**src/design/gpx_defines.vh**
```
// register indices, reset values and field positions of the port block
`ifndef GPX_DEFINES_VH
`define GPX_DEFINES_VH

// ****************************************************************
// register indices (byte address is four times the index)
// ****************************************************************
`define GPX_IDX_G1_DATA     6'h1c
`define GPX_IDX_G1_DIR      6'h1e
`define GPX_IDX_G1_FUNC     6'h1f
`define GPX_IDX_G2_DATA     6'h20
`define GPX_IDX_G2_DIR      6'h22
`define GPX_IDX_G2_FUNC     6'h23
`define GPX_IDX_G3_DATA     6'h24
`define GPX_IDX_G3_DIR      6'h26
`define GPX_IDX_G3_FUNC     6'h27
`define GPX_IDX_OD_ENABLE   6'h28
`define GPX_IDX_IRQ0_SENSE  6'h29

// ****************************************************************
// reset values
// ****************************************************************
`define GPX_RST_G1_LATCH    6'h3f
`define GPX_RST_G1_DIR      6'h00
`define GPX_RST_G1_FUNC     6'h00
`define GPX_RST_G2_LATCH    8'hff
`define GPX_RST_G2_DIR      8'h00
`define GPX_RST_G2_FUNC     8'h00
`define GPX_RST_G3_LATCH    8'hff
`define GPX_RST_G3_DIR      8'hc0
`define GPX_RST_G3_FUNC     8'h00
`define GPX_RST_OD_ENABLE   8'h00
`define GPX_RST_IRQ0_SENSE  2'h0

// ****************************************************************
// field positions
// ****************************************************************
`define GPX_G1_TMR8A_IN_BIT   0
`define GPX_G1_TMR8A_OUT_BIT  1
`define GPX_G1_TMR8B_IN_BIT   3
`define GPX_G1_TMR8B_OUT_BIT  4
`define GPX_G1_IRQ0_BIT       5
`define GPX_G1_FUNC_MASK      6'h32
`define GPX_G3_FUNC_MASK      8'hed
`define GPX_OD_TXD0_BIT       3
`define GPX_OD_TXD1_BIT       4
`define GPX_SENSE_EDGE_BIT    0
`define GPX_SENSE_LEVEL_BIT   1
`define GPX_HTRANS_NONSEQ_BIT 1

`endif

```
**src/design/gpx_ports.v**
```verilog
// general-purpose port block with timer, interrupt and serial pin muxing
`timescale 1ns/1ps
`include "gpx_defines.vh"

// Overview of operation
// - six-pin port, inputs, latches one after reset
// - reset clears six-pin direction and function
// - direction and function registers are write-only
// - data read gives pins, write loads latch
// - pin five function input feeds interrupt zero
// - sense bits pick rising, falling, high, low
// - pin one function output drives timer pair a
// - pin four function output drives timer pair b
// - pins zero, three always feed timer inputs
// - eight-pin port, inputs, latches one after reset
// - reset clears eight-pin direction and function
// - function inputs feed captures and interrupts five-eight
// - function outputs drive sixteen-bit timer outputs
// - third port pins zero to five reset input, serial roles
// - oscillator pins open-drain, reset latch, direction one
// - transmit pins open-drain via enable register
module gpx_ports (
    input  wire        hclk,
    input  wire        hresetn,
    input  wire        hclken,
    input  wire        hsel,
    input  wire [7:0]  haddr,
    input  wire [1:0]  htrans,
    input  wire        hwrite,
    input  wire [2:0]  hsize,
    input  wire [31:0] hwdata,
    input  wire        hready,
    output wire        hreadyout,
    output wire [31:0] hrdata,
    output wire        hresp,
    input  wire [5:0]  g1_pin_in,
    output wire [5:0]  g1_pin_out,
    output wire [5:0]  g1_pin_oe,
    input  wire [7:0]  g2_pin_in,
    output wire [7:0]  g2_pin_out,
    output wire [7:0]  g2_pin_oe,
    input  wire [7:0]  g3_pin_in,
    output wire [7:0]  g3_pin_out,
    output wire [7:0]  g3_pin_oe,
    input  wire        timer8_pair_a_out,
    input  wire        timer8_pair_b_out,
    output wire        timer8_pair_a_in,
    output wire        timer8_pair_b_in,
    input  wire        timer16_a_out_first,
    input  wire        timer16_a_out_second,
    input  wire        timer16_b_out_first,
    input  wire        timer16_b_out_second,
    output wire [1:0]  timer16_a_capture,
    output wire [1:0]  timer16_b_capture,
    output wire        ext_irq_zero,
    output wire        ext_irq_five,
    output wire        ext_irq_six,
    output wire        ext_irq_seven,
    output wire        ext_irq_eight,
    input  wire        serial0_txd,
    input  wire        serial1_txd,
    input  wire        serial0_clk_out,
    input  wire        serial1_clk_out,
    output wire        serial0_rxd,
    output wire        serial1_rxd,
    output wire        serial0_clk_in,
    output wire        serial1_clk_in,
    output wire        slow_osc_in,
    output wire        slow_osc_out,
    output wire        slow_osc_select
);

    // ****************************************************************
    // helper functions
    // ****************************************************************

    // both helpers take one function bit and one direction bit
    // pin selected for an alternate input role: function one, input
    function alt_in;
        input f;
        input d;
        begin
            alt_in = f & ~d;
        end
    endfunction

    // pin selected for an alternate output role: function one, output
    function alt_out;
        input f;
        input d;
        begin
            alt_out = f & d;
        end
    endfunction

    // ****************************************************************
    // registers
    // ****************************************************************
    // latches reset to one so a pin turned output idles high
    // direction and function reset to zero: plain inputs
    // the oscillator pins reset as outputs, released high
    reg  [5:0]  g1_latch_reg;
    reg  [5:0]  g1_dir_reg;
    reg  [5:0]  g1_func_reg;
    reg  [7:0]  g2_latch_reg;
    reg  [7:0]  g2_dir_reg;
    reg  [7:0]  g2_func_reg;
    reg  [7:0]  g3_latch_reg;
    reg  [7:0]  g3_dir_reg;
    reg  [7:0]  g3_func_reg;
    reg  [7:0]  od_enable_reg;
    reg  [1:0]  irq0_sense_reg;
    reg         wr_pend_reg;
    reg  [5:0]  wr_idx_reg;
    reg  [31:0] rdata_reg;
    reg         irq0_prev_reg;
    reg         irq0_out_reg;
    reg  [31:0] rdata_next;
    reg         irq0_next;

    wire        addr_take;
    wire [5:0]  addr_idx;
    wire [7:0]  wdata;
    wire        irq0_sel;
    wire        irq0_pin;

    // ****************************************************************
    // AHB-Lite slave
    // ****************************************************************

    // single-word transfers only; hsize is not decoded
    // only the low byte of hwdata reaches a register
    // write data is taken one edge after the address
    // read data is captured at the address edge
    // hrdata then stands until the next read address
    // a low clock enable stalls both bus phases
    // write-only registers read back as zero
    // unmapped indices read zero, writes are dropped
    // zero wait states; a frozen clock enable stalls the bus
    assign hreadyout = hclken;
    assign hresp     = 1'b0;
    assign hrdata    = rdata_reg;
    assign addr_idx  = haddr[7:2];
    assign wdata     = hwdata[7:0];
    assign addr_take = hsel & hready & htrans[`GPX_HTRANS_NONSEQ_BIT];

    // read mux, sampled at the end of the address phase
    // write-only registers read zero
    always @* begin
        rdata_next = 32'h0000_0000;
        case (addr_idx)
            `GPX_IDX_G1_DATA:    rdata_next = {24'h00_0000, 2'h0, g1_pin_in};
            `GPX_IDX_G2_DATA:    rdata_next = {24'h00_0000, g2_pin_in};
            `GPX_IDX_G3_DATA:    rdata_next = {24'h00_0000, g3_pin_in};
            `GPX_IDX_OD_ENABLE:  rdata_next = {24'h00_0000, od_enable_reg};
            `GPX_IDX_IRQ0_SENSE: rdata_next = {24'h00_0000, 6'h00, irq0_sense_reg};
            default:             rdata_next = 32'h0000_0000;
        endcase
    end

    // bus phase tracking and read data
    always @(posedge hclk or negedge hresetn) begin
        if (!hresetn) begin
            wr_pend_reg <= 1'b0;
            wr_idx_reg  <= 6'h00;
            rdata_reg   <= 32'h0000_0000;
        end else if (hclken) begin
            if (hready) begin
                wr_pend_reg <= addr_take & hwrite;
                wr_idx_reg  <= addr_idx;
            end
            if (addr_take & ~hwrite) begin
                rdata_reg <= rdata_next;
            end
        end
    end

    // writes land at the end of the data phase; the
    // function masks keep bits without a role at zero
    // register writes in the data phase
    always @(posedge hclk or negedge hresetn) begin
        if (!hresetn) begin
            g1_latch_reg   <= `GPX_RST_G1_LATCH;
            g1_dir_reg     <= `GPX_RST_G1_DIR;
            g1_func_reg    <= `GPX_RST_G1_FUNC;
            g2_latch_reg   <= `GPX_RST_G2_LATCH;
            g2_dir_reg     <= `GPX_RST_G2_DIR;
            g2_func_reg    <= `GPX_RST_G2_FUNC;
            g3_latch_reg   <= `GPX_RST_G3_LATCH;
            g3_dir_reg     <= `GPX_RST_G3_DIR;
            g3_func_reg    <= `GPX_RST_G3_FUNC;
            od_enable_reg  <= `GPX_RST_OD_ENABLE;
            irq0_sense_reg <= `GPX_RST_IRQ0_SENSE;
        end else if (hclken && wr_pend_reg) begin
            case (wr_idx_reg)
                `GPX_IDX_G1_DATA:    g1_latch_reg   <= wdata[5:0];
                `GPX_IDX_G1_DIR:     g1_dir_reg     <= wdata[5:0];
                `GPX_IDX_G1_FUNC:    g1_func_reg    <= wdata[5:0] & `GPX_G1_FUNC_MASK;
                `GPX_IDX_G2_DATA:    g2_latch_reg   <= wdata;
                `GPX_IDX_G2_DIR:     g2_dir_reg     <= wdata;
                `GPX_IDX_G2_FUNC:    g2_func_reg    <= wdata;
                `GPX_IDX_G3_DATA:    g3_latch_reg   <= wdata;
                `GPX_IDX_G3_DIR:     g3_dir_reg     <= wdata;
                `GPX_IDX_G3_FUNC:    g3_func_reg    <= wdata & `GPX_G3_FUNC_MASK;
                `GPX_IDX_OD_ENABLE:  od_enable_reg  <= wdata;
                `GPX_IDX_IRQ0_SENSE: irq0_sense_reg <= wdata[1:0];
                default:             g1_latch_reg   <= g1_latch_reg;
            endcase
        end
    end

    // ****************************************************************
    // six-pin port
    // ****************************************************************

    // pins 0 and 3 have no function bit of their own
    // pin 5 has no output role; it only feeds irq zero
    // a reserved function and direction pair keeps the
    // pin on its latch, so stray setups stay harmless
    // direction and function writes act at once
    // software must write whole values, not patch bits
    // direction bit drives the pin
    assign g1_pin_oe = g1_dir_reg;

    // timer pair a replaces latch on pin one
    // timer pair b replaces latch on pin four
    // reserved combinations fall back to the latch
    assign g1_pin_out = {
        g1_latch_reg[5],
        alt_out(g1_func_reg[4], g1_dir_reg[4]) ? timer8_pair_b_out : g1_latch_reg[4],
        g1_latch_reg[3:2],
        alt_out(g1_func_reg[1], g1_dir_reg[1]) ? timer8_pair_a_out : g1_latch_reg[1],
        g1_latch_reg[0]
    };

    // the timer sees the pin whatever the direction, so
    // an output pin also loops back into its timer
    // timer inputs always see the pins
    assign timer8_pair_a_in = g1_pin_in[`GPX_G1_TMR8A_IN_BIT];
    assign timer8_pair_b_in = g1_pin_in[`GPX_G1_TMR8B_IN_BIT];

    // ****************************************************************
    // interrupt zero sense
    // ****************************************************************

    // the pin is sampled at every enabled edge
    // edge modes give a one-cycle request pulse
    // level modes follow the pin one cycle late
    // the history flop runs even while unselected,
    // so selecting the pin never fakes an edge
    // the request drops one edge after the pin
    // leaves its interrupt role
    // pin five as input with function one
    assign irq0_sel = alt_in(g1_func_reg[5], g1_dir_reg[5]);
    assign irq0_pin = g1_pin_in[`GPX_G1_IRQ0_BIT];

    // edge or level sense from the two select bits
    always @* begin
        irq0_next = 1'b0;
        case (irq0_sense_reg)
            2'b00:   irq0_next = irq0_pin & ~irq0_prev_reg;
            2'b01:   irq0_next = ~irq0_pin & irq0_prev_reg;
            2'b10:   irq0_next = irq0_pin;
            2'b11:   irq0_next = ~irq0_pin;
            default: irq0_next = 1'b0;
        endcase
    end

    // pin history and registered request
    always @(posedge hclk or negedge hresetn) begin
        if (!hresetn) begin
            irq0_prev_reg <= 1'b0;
            irq0_out_reg  <= 1'b0;
        end else if (hclken) begin
            irq0_prev_reg <= irq0_pin;
            irq0_out_reg  <= irq0_sel & irq0_next;
        end
    end

    assign ext_irq_zero = irq0_out_reg;

    // ****************************************************************
    // eight-pin port
    // ****************************************************************
    // pins 0, 1, 4, 5 are capture and interrupt inputs
    // pins 2, 3, 6, 7 carry sixteen-bit timer outputs
    // captures read zero when not selected, so a
    // timer never sees a pin that software gave away
    // interrupts five to eight share the capture paths
    assign g2_pin_oe = g2_dir_reg;

    // sixteen-bit timer outputs on pins 2, 3, 6, 7
    assign g2_pin_out = {
        alt_out(g2_func_reg[7], g2_dir_reg[7]) ? timer16_b_out_second : g2_latch_reg[7],
        alt_out(g2_func_reg[6], g2_dir_reg[6]) ? timer16_b_out_first  : g2_latch_reg[6],
        g2_latch_reg[5:4],
        alt_out(g2_func_reg[3], g2_dir_reg[3]) ? timer16_a_out_second : g2_latch_reg[3],
        alt_out(g2_func_reg[2], g2_dir_reg[2]) ? timer16_a_out_first  : g2_latch_reg[2],
        g2_latch_reg[1:0]
    };

    // all four are plain levels; edge detection sits
    // in the timer or the interrupt controller
    // capture inputs and interrupts five to eight
    assign timer16_a_capture[0] = g2_pin_in[0] & alt_in(g2_func_reg[0], g2_dir_reg[0]);
    assign timer16_a_capture[1] = g2_pin_in[1] & alt_in(g2_func_reg[1], g2_dir_reg[1]);
    assign timer16_b_capture[0] = g2_pin_in[4] & alt_in(g2_func_reg[4], g2_dir_reg[4]);
    assign timer16_b_capture[1] = g2_pin_in[5] & alt_in(g2_func_reg[5], g2_dir_reg[5]);
    assign ext_irq_five  = timer16_a_capture[0];
    assign ext_irq_six   = timer16_a_capture[1];
    assign ext_irq_seven = timer16_b_capture[0];
    assign ext_irq_eight = timer16_b_capture[1];

    // ****************************************************************
    // third port: serial and oscillator pins
    // ****************************************************************
    // pins 1 and 4 are receive inputs, no function bit
    // pins 0 and 3 transmit, pins 2 and 5 serial clocks
    // pins 6 and 7 only pull low, never drive high,
    // so an oscillator on them is not fought after reset
    // transmit pins turn open-drain by the enable bits
    // an open-drain pin drives only while its value is low
    // per-pin open-drain flags and the value before them
    wire       txd0_od;
    wire       txd1_od;
    wire [7:0] g3_value;
    wire [7:0] g3_od;

    // serial output roles when function and output
    assign g3_value = {
        g3_latch_reg[7:6],
        alt_out(g3_func_reg[5], g3_dir_reg[5]) ? serial1_clk_out : g3_latch_reg[5],
        g3_latch_reg[4],
        alt_out(g3_func_reg[3], g3_dir_reg[3]) ? serial1_txd : g3_latch_reg[3],
        alt_out(g3_func_reg[2], g3_dir_reg[2]) ? serial0_clk_out : g3_latch_reg[2],
        g3_latch_reg[1],
        alt_out(g3_func_reg[0], g3_dir_reg[0]) ? serial0_txd : g3_latch_reg[0]
    };

    // transmit pins open-drain by enable register
    assign txd0_od = od_enable_reg[`GPX_OD_TXD0_BIT];
    assign txd1_od = od_enable_reg[`GPX_OD_TXD1_BIT];

    assign g3_od = {2'b11, 1'b0, 1'b0, txd1_od, 1'b0, 1'b0, txd0_od};

    // open-drain pins only pull low; others drive the value
    assign g3_pin_out = g3_value & ~g3_od;
    assign g3_pin_oe  = g3_dir_reg & (~g3_od | ~g3_value);

    // serial inputs always see their pins
    assign serial0_rxd    = g3_pin_in[1];
    assign serial1_rxd    = g3_pin_in[4];
    assign serial0_clk_in = g3_pin_in[2];
    assign serial1_clk_in = g3_pin_in[5];

    // the oscillator is outside this block; these
    // outputs only pass the pin levels and the role on
    // oscillator role when function bits are clear
    assign slow_osc_select = ~g3_func_reg[6] & ~g3_func_reg[7];
    assign slow_osc_in     = g3_pin_in[6];
    assign slow_osc_out    = g3_pin_in[7];

endmodule

```
**config.mk**
```make
export PLATFORM = sky130hd
export DESIGN_NAME = gpx_ports
export DESIGN_NICKNAME = d
export VERILOG_FILES = /design/src/design/gpx_ports.v
export VERILOG_INCLUDE_DIRS = /design/src /design/src/design
export SDC_FILE = /design/constraint.sdc
export NUM_CORES = 1
export LEC_CHECK = 0
export BUFFER_PORTS_ARGS = -buffer_cell sky130_fd_sc_hd__buf_2
export CAP_MARGIN = 20
export CORE_MARGIN = 4
export CORE_UTILIZATION = 53
export DETAILED_ROUTE_END_ITERATION = 8
export PLACE_DENSITY = 0.95
export SYNTH_ARGS = -nofsm -noshare
export SYNTH_HDL_FRONTEND = slang
export SYNTH_SLANG_ARGS = --single-unit
```
**constraint.sdc**
```tcl
create_clock -name hclk -period 3.05 [get_ports hclk]
set_input_delay 0.1525 -clock hclk [delete_from_list [all_inputs] [get_ports hclk]]
set_output_delay 0.1525 -clock hclk [all_outputs]
set_load 0.02 [all_outputs]
```
==> metrics.md, run 1 <==
| Metric | Value |
|---|---|
| Outcome | `completed` |
| Site Rows | `33` |
| Worst Setup End Kind | `register` |
| Layout area overhead | `13.8%` |
| Ys flop type | `dfrtp_1` |
| Final Cycle Share | `72.7%` |
| Netlist cell types | `45` |
| Overflow left after global routing | `0` |
| Die ar. | `9980 um2` |
| Post-synth EDFFs | `0` |
| Max_cap viols | `0` |
| Cell depth of the worst flop-to-flop path | `3` |
| 1st-iter DRT viols | `approximately 170` |
| Slew margin rel. | `between 40% and 50%` |
| TritonCTS Sinks | `88` |
| All-Layer GR Usage | `a little over a fifth` |
| Worst flop-to-flop path startpoint | `wr_idx_reg[2]` |
| Core Area | `between 8000 and 9000 um2` |
| Post-synth ARST share | `100%` |
| Warnings from Yosys | `0` |
| Static leakage | `2.66 nW` |
| H-tree depth | `3` |
| Drt drc | `0` |
| Final hold slack | `approximately 0.053 ns` |
| Pin count of the biggest net entering global routing | `between 80 and 90` |
| Buffers on Ports | `121` |
| Hold Startpoint | `hwrite` |
| Largest fanout on the critical path | `8` |
| Final Setup Violations | `0` |
| Peak VDD IR | `0.355 mV` |
| F_max | `between 0.4 and 0.5 GHz` |
| Top cells by area, synth | `dfrtp_1, mux2_2, dfstp_2, buf_4, mux2_4` |
| Worst hold stages | `2` |
| Starting density of the core | `54.5%` |
| Synth Cell Area | `about 4500 um2` |
| Hold Vio Cnt, Final | `0` |
| Skew final | `between 0.01 and 0.015 ns` |
| Vert. Die Dim | `~100 um` |
| Cell Pwr Density | `501 nW/um2` |
| Synth area leader | `dfrtp_1` |
| Synthesized area per cell | `12.7 um2` |
| Initial antenna violation count | `0` |
| Routed via count | `about 3000` |
| DP Worst Slack | `around 0.84 ns` |
| Worst slew pin tran | `around 0.80 ns` |
| RSZ-0062 raised after global routing | `no` |
| Worst Setup SP | `wr_idx_reg[2]` |
| First-pass GRT wire length | `16.5 mm` |
| Via density | `5.40` |
| Min Tclk post-route | `roughly 2.2 ns` |
| DRT Wirelength | `10.3 mm` |
| Mapped Cells | `approximately 350` |
| Clk root buf | `clkbuf_8` |
| Num ports | `around 180` |
| Ant. Diodes | `0` |
| CTS clk-pin slew, worst paths | `roughly 0.090 ns` |
| CTS buffer count | `9` |
| Layout cells sized above 1 | `a little under three fifths` |
| First drt pass iteration count | `4` |
| Final-report max-slew violation count | `0` |
| GPL Wtd Cong | `about 0.77` |
| Critical Path RT | `around 3.3 ns` |
| Fillers | `~630` |
| DP HPWL | `7.48 mm` |
| Clock Latency Late Sink | `approximately 0.35 ns` |
| DRT antenna net count | `0` |
| Crit start category | `register` |
| Final total power | `0.00255 W` |
| Yosys reg bits | `88` |
| Die X | `99.9 um` |
| Crit Path Category | `register to register` |
| Seq/Total Area, Yosys | `~50%` |
| CTS tree | `yes` |
| Final Util | `approximately 62%` |
| Min-delay worst type | `primary input to register` |
| CTS Buffer Depth | `2` |
| Routed len/inst | `~19 um` |
| Slack of the critical path | `between 0.8 and 0.9 ns` |
| Critical Path AT | `between 2 and 3 ns` |
| Vias in the first global route | `approximately 3100` |
| Top-area cell type share of the netlist area | `35.8%` |
| Setup tns final | `0 ns` |
| NumNets Final | `530` |
-- final cells by class --
class                           count  area (um2)  area share (%)
Timing Repair Buffer              124         653            12.8
Clock inverter                      4        57.6            1.13
Sequential cell                    88        2230            43.8
Clock buffer                       12         166            3.27
Inverter                            2        7.51           0.147
Tap cell                          105         131            2.58
Multi-Input combinational cell    222        1850            36.3
-- metal layers --
| layer | wire, um | share of wire [%] | global-route usage [%] |
|---|---|---|---|
| met3 | 787 | 7.6 | 5.63 |
| met4 | 82 | 0.80 | 4.41 |
| met2 | 4980 | 48 | 34.2 |
| met5 | 0 | 0 | 0 |
| met1 | 4460 | 43 | 28.7 |
-- report_power, final --
part | internal [W] | leakage, nW | switching [W]
registers | 0.00125 | 1.12 | 0.0000549
clock network | 0.000461 | 0.110 | 0.000429
logic | 0.000147 | 1.43 | 0.000212
total | 0.00186 | 2.66 | 0.000696
-- final timing paths --
check | end | slack (ns)
setup / recovery | g2_latch_reg[7] | 0.83
setup reg to reg | g2_latch_reg[7] | 0.83
max in group asynchronous | g3_latch_reg[0] | 2.04
min in group asynchronous | g1_pin_oe[1] | 0.34
hold reg to reg | hrdata[6] | 0.48
hold / removal | wr_pend_reg | 0.05
-- cell families (layout without fill, tap and decap cells) --
kind of cell | after synthesis | count (layout) | synth area share (%)
AOI/OAI and AO/OA | 30 | 30 | 4.84
buffers and inverters | 68 | 142 | 11.0
and+or+nand+nor | 68 | 68 | 9.39
DFF | 88 | 88 | 49.9
other | 1 | 27 | 0.0838
muxes | 97 | 97 | 24.8
-- timing repair --
action,CTS,global route
hold buffers,0,1
hold endpoints to repair,0,26
gates resized for setup,0,0
buffers inserted,0,0
-- per-stage QoR --
stage / instance area, um2 / instances
after floorplan: 4570 / 378
after global placement: 4830 / 539
after detailed placement: 4830 / 539
after CTS: 5060 / 555
after global routing: 5100 / 557
final: 5100 / 557
-- synth_stat cells, types with 2 or more instances --
cell	instances
nand2b_1	2
nor3_1	5
dfstp_2	24
o21ai_0	7
nand3_1	2
a21boi_0	2
nand3b_1	5
a211o_1	2
clkdlybuf4s50_2	2
nor2_2	2
buf_4	54
a22o_1	11
clkbuf_1	6
and3b_1	4
nor2_1	9
buf_6	2
nor3b_1	2
nand4b_1	3
nor2b_1	3
a21oi_1	4
mux2_4	8
nand2_1	19
dfrtp_1	64
or4_1	2
inv_1	2
mux2i_1	10
mux2_2	78
-- worst max-delay path, cell delays in order, from the launching register on --
cell	delay (ns)
dfrtp_1	0.42
or4b_4	0.58
or4_1	0.75
mux2_4	0.41
-- layout by cell type, fill, tap and decap left out, types with 4 or more instances in the layout --
cell,instances
dfstp_2,24
mux2_4,8
buf_2,120
nand2_1,19
nor3_1,5
mux2i_1,10
a21oi_1,4
nor2_1,9
mux2_2,78
conb_1,27
nand3b_1,5
o21ai_0,7
a22o_1,11
and3b_1,4
clkbuf_8,10
dfrtp_1,64
No activity file was read; power rests on OpenSTA's default activity.
==> inputs of run 2 (changes only) <==
--- a/config.mk
+++ b/config.mk
@@ -9,9 +9,9 @@
 export BUFFER_PORTS_ARGS = -buffer_cell sky130_fd_sc_hd__buf_2
 export CAP_MARGIN = 20
 export CORE_MARGIN = 4
-export CORE_UTILIZATION = 53
+export CORE_UTILIZATION = 49
 export DETAILED_ROUTE_END_ITERATION = 8
-export PLACE_DENSITY = 0.95
+export PLACE_DENSITY = 0.9
 export SYNTH_ARGS = -nofsm -noshare
 export SYNTH_HDL_FRONTEND = slang
 export SYNTH_SLANG_ARGS = --single-unit
==> constraint.sdc (replaced) <==
create_clock -name hclk -period 2.2 [get_ports hclk]
set_input_delay 0.11 -clock hclk [delete_from_list [all_inputs] [get_ports hclk]]
set_output_delay 0.11 -clock hclk [all_outputs]
set_load 0.02 [all_outputs]
==> metrics.md, run 2 (synthesized netlist as in run 1, its figures left out) <==
| Metric | Value |
|---|---|
| Critical Path AT | `approximately 2.3 ns` |
| Vert. Die Dim | `around 100 um` |
| RSZ-0062 raised after global routing | `no` |
| Combinational Power Share | `around 15%` |
| Drt drc | `0` |
| Pin count of the biggest net entering global routing | `56` |
| F_max | `a little under 0.5 GHz` |
| Routed via count | `2992` |
| Slew margin rel. | `44.0%` |
| Cell depth of the worst flop-to-flop path | `4` |
| DRT antenna net count | `0` |
| Final hold slack | `roughly 0.035 ns` |
| Storage cell area | `about 2200 um2` |
| Overflow left after global routing | `0` |
| Sw Ratio | `a little over a quarter` |
| Site Rows | `34` |
| Final-report max-slew violation count | `0` |
| GPL Wtd Cong | `~0.79` |
| Final total power | `approximately 0.0034 W` |
| Peak VDD IR | `between 0.3 and 0.4 mV` |
| Worst Setup End Kind | `register` |
| CTS buffer count | `9` |
| Crit Path Category | `register to register` |
| Core Area | `just under 9000 um2` |
| Vias in the first global route | `approximately 3100` |
| Clock power frac | `between 30% and 40%` |
| Setup tns final | `0 ns` |
| Final cell count without fillers | `565` |
| Clk root buf | `clkbuf_8` |
| DRT Wirelength | `roughly 10 mm` |
| Setup Fix Bufs, Post-CTS | `0` |
| Multi-input logic area | `~1800 um2` |
| Ant. Diodes | `0` |
| Worst hold stages | `2` |
| H-tree depth | `3` |
| Starting density of the core | `between 50 and 60%` |
| Cell Pwr Density | `around 670 nW/um2` |
| 1st-iter DRT viols | `98` |
| DP HPWL | `between 7 and 8 mm` |
| CTS Buffer Depth | `2` |
| Crit start category | `register` |
| NumNets Final | `approximately 540` |
| Largest fanout on the critical path | `8` |
| CTS clk-pin slew, worst paths | `about 0.080 ns` |
| Critical Path RT | `~2.5 ns` |
| Final Cycle Share | `about nine tenths` |
| Routed len/inst | `~18 um` |
| First drt pass iteration count | `4` |
| Hold Vio Cnt, Final | `0` |
| Outcome | `completed` |
| Layout area overhead | `14.0%` |
| Num ports | `179` |
| Commonest cells after routing, fill and taps aside | `buf_2, mux2_2, dfrtp_1` |
| All-Layer GR Usage | `about a fifth` |
| Die X | `104 um` |
| Skew final | `about 0.018 ns` |
| Flop pwr share | `52.8%` |
| Via density | `roughly 5.3` |
| Min Tclk post-route | `about 2.0 ns` |
| Die ar. | `10700 um2` |
| CTS tree | `yes` |
| Worst slew pin tran | `about 0.83 ns` |
| Initial antenna violation count | `0` |
| CTS resizes | `0` |
| Buffers on Ports | `between 100 and 150` |
| First-pass GRT wire length | `approximately 17 mm` |
| Clock Latency Late Sink | `between 0.3 and 0.4 ns` |
| Pint | `~0.0025 W` |
| Fillers | `between 700 and 800` |
| Layout cells sized above 1 | `a little under three fifths` |
| Min-delay worst type | `primary input to register` |
| Final Setup Violations | `0` |
| Static leakage | `~2.7 nW` |
| Max_cap viols | `0` |
| Commonest non-fill, non-tap cell in the layout | `buf_2` |
| P_sw | `around 0.00093 W` |
| TritonCTS Sinks | `88` |
| Placed instance count | `548` |
==> run 2: cell count changes in the layout (fill, tap and decap cells not counted), sizes merged <==
cell / delta
buf: +5
clkinv: +1
clkinvlp: +1
inv: -2
==> run 2: timing repair <==
item	in CTS	in global routing
hold buffers	1	0
endpoints found under the setup margin	0	0
hold endpoints to repair	44	0
==> run 2: layer usage <==
metal  share of wire (%)  routed length [um]  GRT usage (%)
met1                  43                4460           24.5
met2                  50                5120           33.5
met3                 6.7                 696           4.54
met4                0.70                  72           5.22
met5                   0                   0              0
==> run 2: area by class of cell <==
type	count	area share, %
flip-flops and latches	88	43.7
multi-input cells	222	36.2
repair buffers	129	13.4
clock buffers	12	2.84
well taps	108	2.65
clock inverters	4	1.05
inverters	2	0.147
==> run 2: through the flow <==
step | worst slack (ns) | utilization [%] | cell area [um2]
3_5_place_dp | 0.209 | 55.6 | 4900
4_1_cts | 0.187 | 58.0 | 5100
5_1_grt | 0.137 | 58.0 | 5100
2_1_floorplan | 0.312 | - | 4570
3_3_place_gp | 0.239 | 55.6 | 4900
6_report | 0.186 | 58.0 | 5100
==> run 2: worst max-delay path, stage by stage (launching register included) <==
cell and delay, ns:
dfrtp_1 0.43, or4b_4 0.57, or4_1 0.42, buf_4 0.21, mux2_4 0.31
==> run 2: power groups by stage <==
stage	combinational [W]	sequential, W	clock [W]
3_5_place_dp	0.000501	0.00183	0
4_1_cts	0.000504	0.00180	0.00115
5_1_grt	0.000539	0.00182	0.00123
2_1_floorplan	0.000361	0.00183	0
3_3_place_gp	0.000485	0.00182	0
6_report	0.000498	0.00181	0.00112
==> run 2: worst paths after layout <==
check                         startpoint              end  slack (ns)
min in group asynchronous        hresetn        hrdata[4]        0.37
hold reg to reg                hrdata[6]        hrdata[6]        0.48
setup / recovery           wr_idx_reg[2]  g2_latch_reg[6]        0.19
max in group asynchronous        hresetn    g3_dir_reg[7]        1.12
setup reg to reg           wr_idx_reg[2]  g2_latch_reg[6]        0.19
hold / removal                    hwrite      wr_pend_reg        0.04
==> inputs of run 3 (changes only) <==
--- a/config.mk
+++ b/config.mk
@@ -6,12 +6,13 @@
 export SDC_FILE = /design/constraint.sdc
 export NUM_CORES = 1
 export LEC_CHECK = 0
+export ABC_AREA = 1
 export BUFFER_PORTS_ARGS = -buffer_cell sky130_fd_sc_hd__buf_2
 export CAP_MARGIN = 20
 export CORE_MARGIN = 4
 export CORE_UTILIZATION = 49
 export DETAILED_ROUTE_END_ITERATION = 8
-export PLACE_DENSITY = 0.9
+export PLACE_DENSITY = 0.81
 export SYNTH_ARGS = -nofsm -noshare
 export SYNTH_HDL_FRONTEND = slang
 export SYNTH_SLANG_ARGS = --single-unit
==> metrics.md, run 3 <==
| Metric | Value |
|---|---|
| Warnings from Yosys | `0` |
| Most common cell in the netlist | `nand2_1` |
| Clock Latency Late Sink | `0.35 ns` |
| Outcome | `completed` |
| Post-synth top cells | `nand2_1, dfrtp_1, buf_4, inv_1, o21ai_2` |
| Worst path cell trace | `inv_1 -> nand2_1 -> nor2_1 -> nand2_1 -> nand2_1 -> o21ai_2` |
| Seq/Total Area, Yosys | `between 50% and 60%` |
| Setup tns final | `0 ns` |
| 1st-iter DRT viols | `between 100 and 150` |
| Critical path's slowest cell | `dfrtp_1` |
| Vias in the first global route | `about 3300` |
| Hold Vio Cnt, Final | `0` |
| Min-delay worst type | `primary input to register` |
| CTS buffer count | `9` |
| GPL Wtd Cong | `~0.89` |
| Hold Buf Count CTS | `1` |
| First-pass GRT wire length | `between 15 and 20 mm` |
| CTS Buffer Depth | `2` |
| Initial antenna violation count | `0` |
| Worst slew pin tran | `about 0.61 ns` |
| Multi-input logic area | `around 1700 um2` |
| Synth Cell Area | `roughly 4400 um2` |
| Routed len/inst | `14.7 um` |
| Placed instance count | `683` |
| Ant. Diodes | `0` |
| Clk root buf | `clkbuf_8` |
| Num ports | `~180` |
| Setup Fix Bufs, Post-CTS | `0` |
| Vert. Die Dim | `between 100 and 150 um` |
| Critical Path AT | `between 1.5 and 2 ns` |
| Cell Pwr Density | `roughly 700 nW/um2` |
| F_max | `~0.63 GHz` |
| Buffers on Ports | `roughly 120` |
| Overflow left after global routing | `0` |
| DRT antenna net count | `0` |
| Top cells by area, synth | `dfrtp_1, dfstp_2, nand2_1, buf_4, o21ai_2` |
| NumNets Final | `between 600 and 700` |
| Commonest cells after routing, fill and taps aside | `nand2_1, buf_2, dfrtp_1` |
| DP HPWL | `7.72 mm` |
| Drt drc | `0` |
| Fillers | `~800` |
| Ys flop type | `dfrtp_1` |
| H-tree depth | `3` |
| Top-area cell type share of the netlist area | `between 30% and 40%` |
| Die X | `around 100 um` |
| Netlist cell types | `30` |
| Final Setup Violations | `0` |
| Slowest Stage Delay on Critical Path | `between 0.3 and 0.4 ns` |
| Yosys reg bits | `88` |
| Site Rows | `34` |
| Final cell count without fillers | `700` |
| Largest fanout on the critical path | `12` |
| Commonest non-fill, non-tap cell in the layout | `nand2_1` |
| Storage cell area | `between 2000 and 2500 um2` |
| First drt pass iteration count | `4` |
| Via density | `slightly below 5` |
| CTS resizes | `0` |
| TritonCTS Sinks | `between 80 and 90` |
| Synth area leader | `dfrtp_1` |
| Synthesized area per cell | `9.00 um2` |
| Worst Setup End Kind | `register` |
| DRT Wirelength | `10.3 mm` |
| Max_cap viols | `0` |
| RSZ-0062 raised after global routing | `no` |
| Slew margin rel. | `between 50 and 60%` |
| Top delay family on crit path | `simple AND/OR/NAND/NOR gates` |
| Final Cycle Share | `a little under three quarters` |
| Core Area | `between 8000 and 9000 um2` |
| Layout area overhead | `13.1%` |
| Die ar. | `roughly 11000 um2` |
| Final total power | `~0.0035 W` |
| CTS tree | `yes` |
| Skew final | `about 0.014 ns` |
| All-Layer GR Usage | `just over 20%` |
| Post-synth EDFFs | `0` |
| CTS clk-pin slew, worst paths | `~0.090 ns` |
| Peak VDD IR | `roughly 0.34 mV` |
| Static leakage | `approximately 2.6 nW` |
| Post-synth ARST share | `100%` |
| Layout cells sized above 1 | `35.3%` |
| Critical Path RT | `2.42 ns` |
| Final-report max-slew violation count | `0` |
| Buf+Inv Stages, Crit Path | `1` |
| Crit start category | `register` |
| Crit Path Category | `register to register` |
| Min Tclk post-route | `between 1.5 and 2 ns` |
| Starting density of the core | `50.6%` |
| Pin count of the biggest net entering global routing | `55` |
| Routed via count | `roughly 3500` |
| Most common cell on crit path | `nand2_1` |
| Mapped Cells | `roughly 500` |
==> run 3: cell count changes in the layout (fill, tap and decap cells not counted), moves of 13 or more <==
cell,delta
nand3_1,+27
nand2_1,+110
o21ai_1,+23
o21ai_2,+35
inv_1,+33
o21ai_0,+13
mux2_2,-77
==> run 3: metal layers <==
layer  up-vias  GRT usage [%]  wire (um)
met5         -              0          0
met4         0           4.28         97
met3         8           4.87        708
met2       126           32.8       5000
met1      1620           27.5       4510
li1       1724              -          -
==> run 3: path summary, 6_finish.rpt <==
kind	cells after the start	slack, ns	start	endpoint
hold reg to reg	2	0.48	g2_latch_reg[5]	g2_latch_reg[5]
setup / recovery	6	0.62	wr_idx_reg[4]	g3_func_reg[5]
setup reg to reg	6	0.62	wr_idx_reg[4]	g3_func_reg[5]
hold / removal	2	0.01	hwrite	wr_pend_reg
max in group asynchronous	3	1.24	hresetn	g3_latch_reg[6]
min in group asynchronous	2	0.25	hresetn	g2_pin_oe[7]
==> run 3: logic make-up after synthesis <==
kind of cell,synth area share (%)
and+or+nand+nor,19.5
AOI/OAI and AO/OA,14.9
buffers and inverters,14.5
DFF,50.3
muxes,0.705
other,0.0845
==> run 3: area by class of cell <==
type | count | share of cell area (%)
sequential | 88 | 44.5
multi-input combinational | 330 | 33.1
timing repair buffer | 123 | 12.7
clock buffer | 12 | 2.89
tap | 108 | 2.69
inverter | 35 | 2.62
clock inverter | 4 | 1.52
==> run 3: worst reg2reg max path, delay by kind of cell (launching register included) <==
kind | cells | cell delay, ns
simple gates | 4 | 0.95
flops | 1 | 0.38
buf+inv | 1 | 0.07
compound gates | 1 | 0.06
==> run 3: report_power, final <==
part / total [W] / internal (W) / switching (W)
Sequential: 0.00179 / 0.00173 / 0.0000672
Combinational: 0.000478 / 0.000150 / 0.000329
Clock: 0.00124 / 0.000677 / 0.000568
Total: 0.00352 / 0.00255 / 0.000964
==> run 3: stage by stage <==
stage / hold slack, ns / util, % / cell area, um2 / setup slack, ns
6_report: 0.0133 / 57.3 / 5020 / 0.623
5_1_grt: 0.0117 / 57.3 / 5020 / 0.403
4_1_cts: 0.00623 / 57.3 / 5020 / 0.605
3_5_place_dp: 0.104 / 54.6 / 4790 / 0.617
3_3_place_gp: 0.0901 / 54.6 / 4790 / 0.663
2_1_floorplan: -0.186 / - / 4530 / 0.887
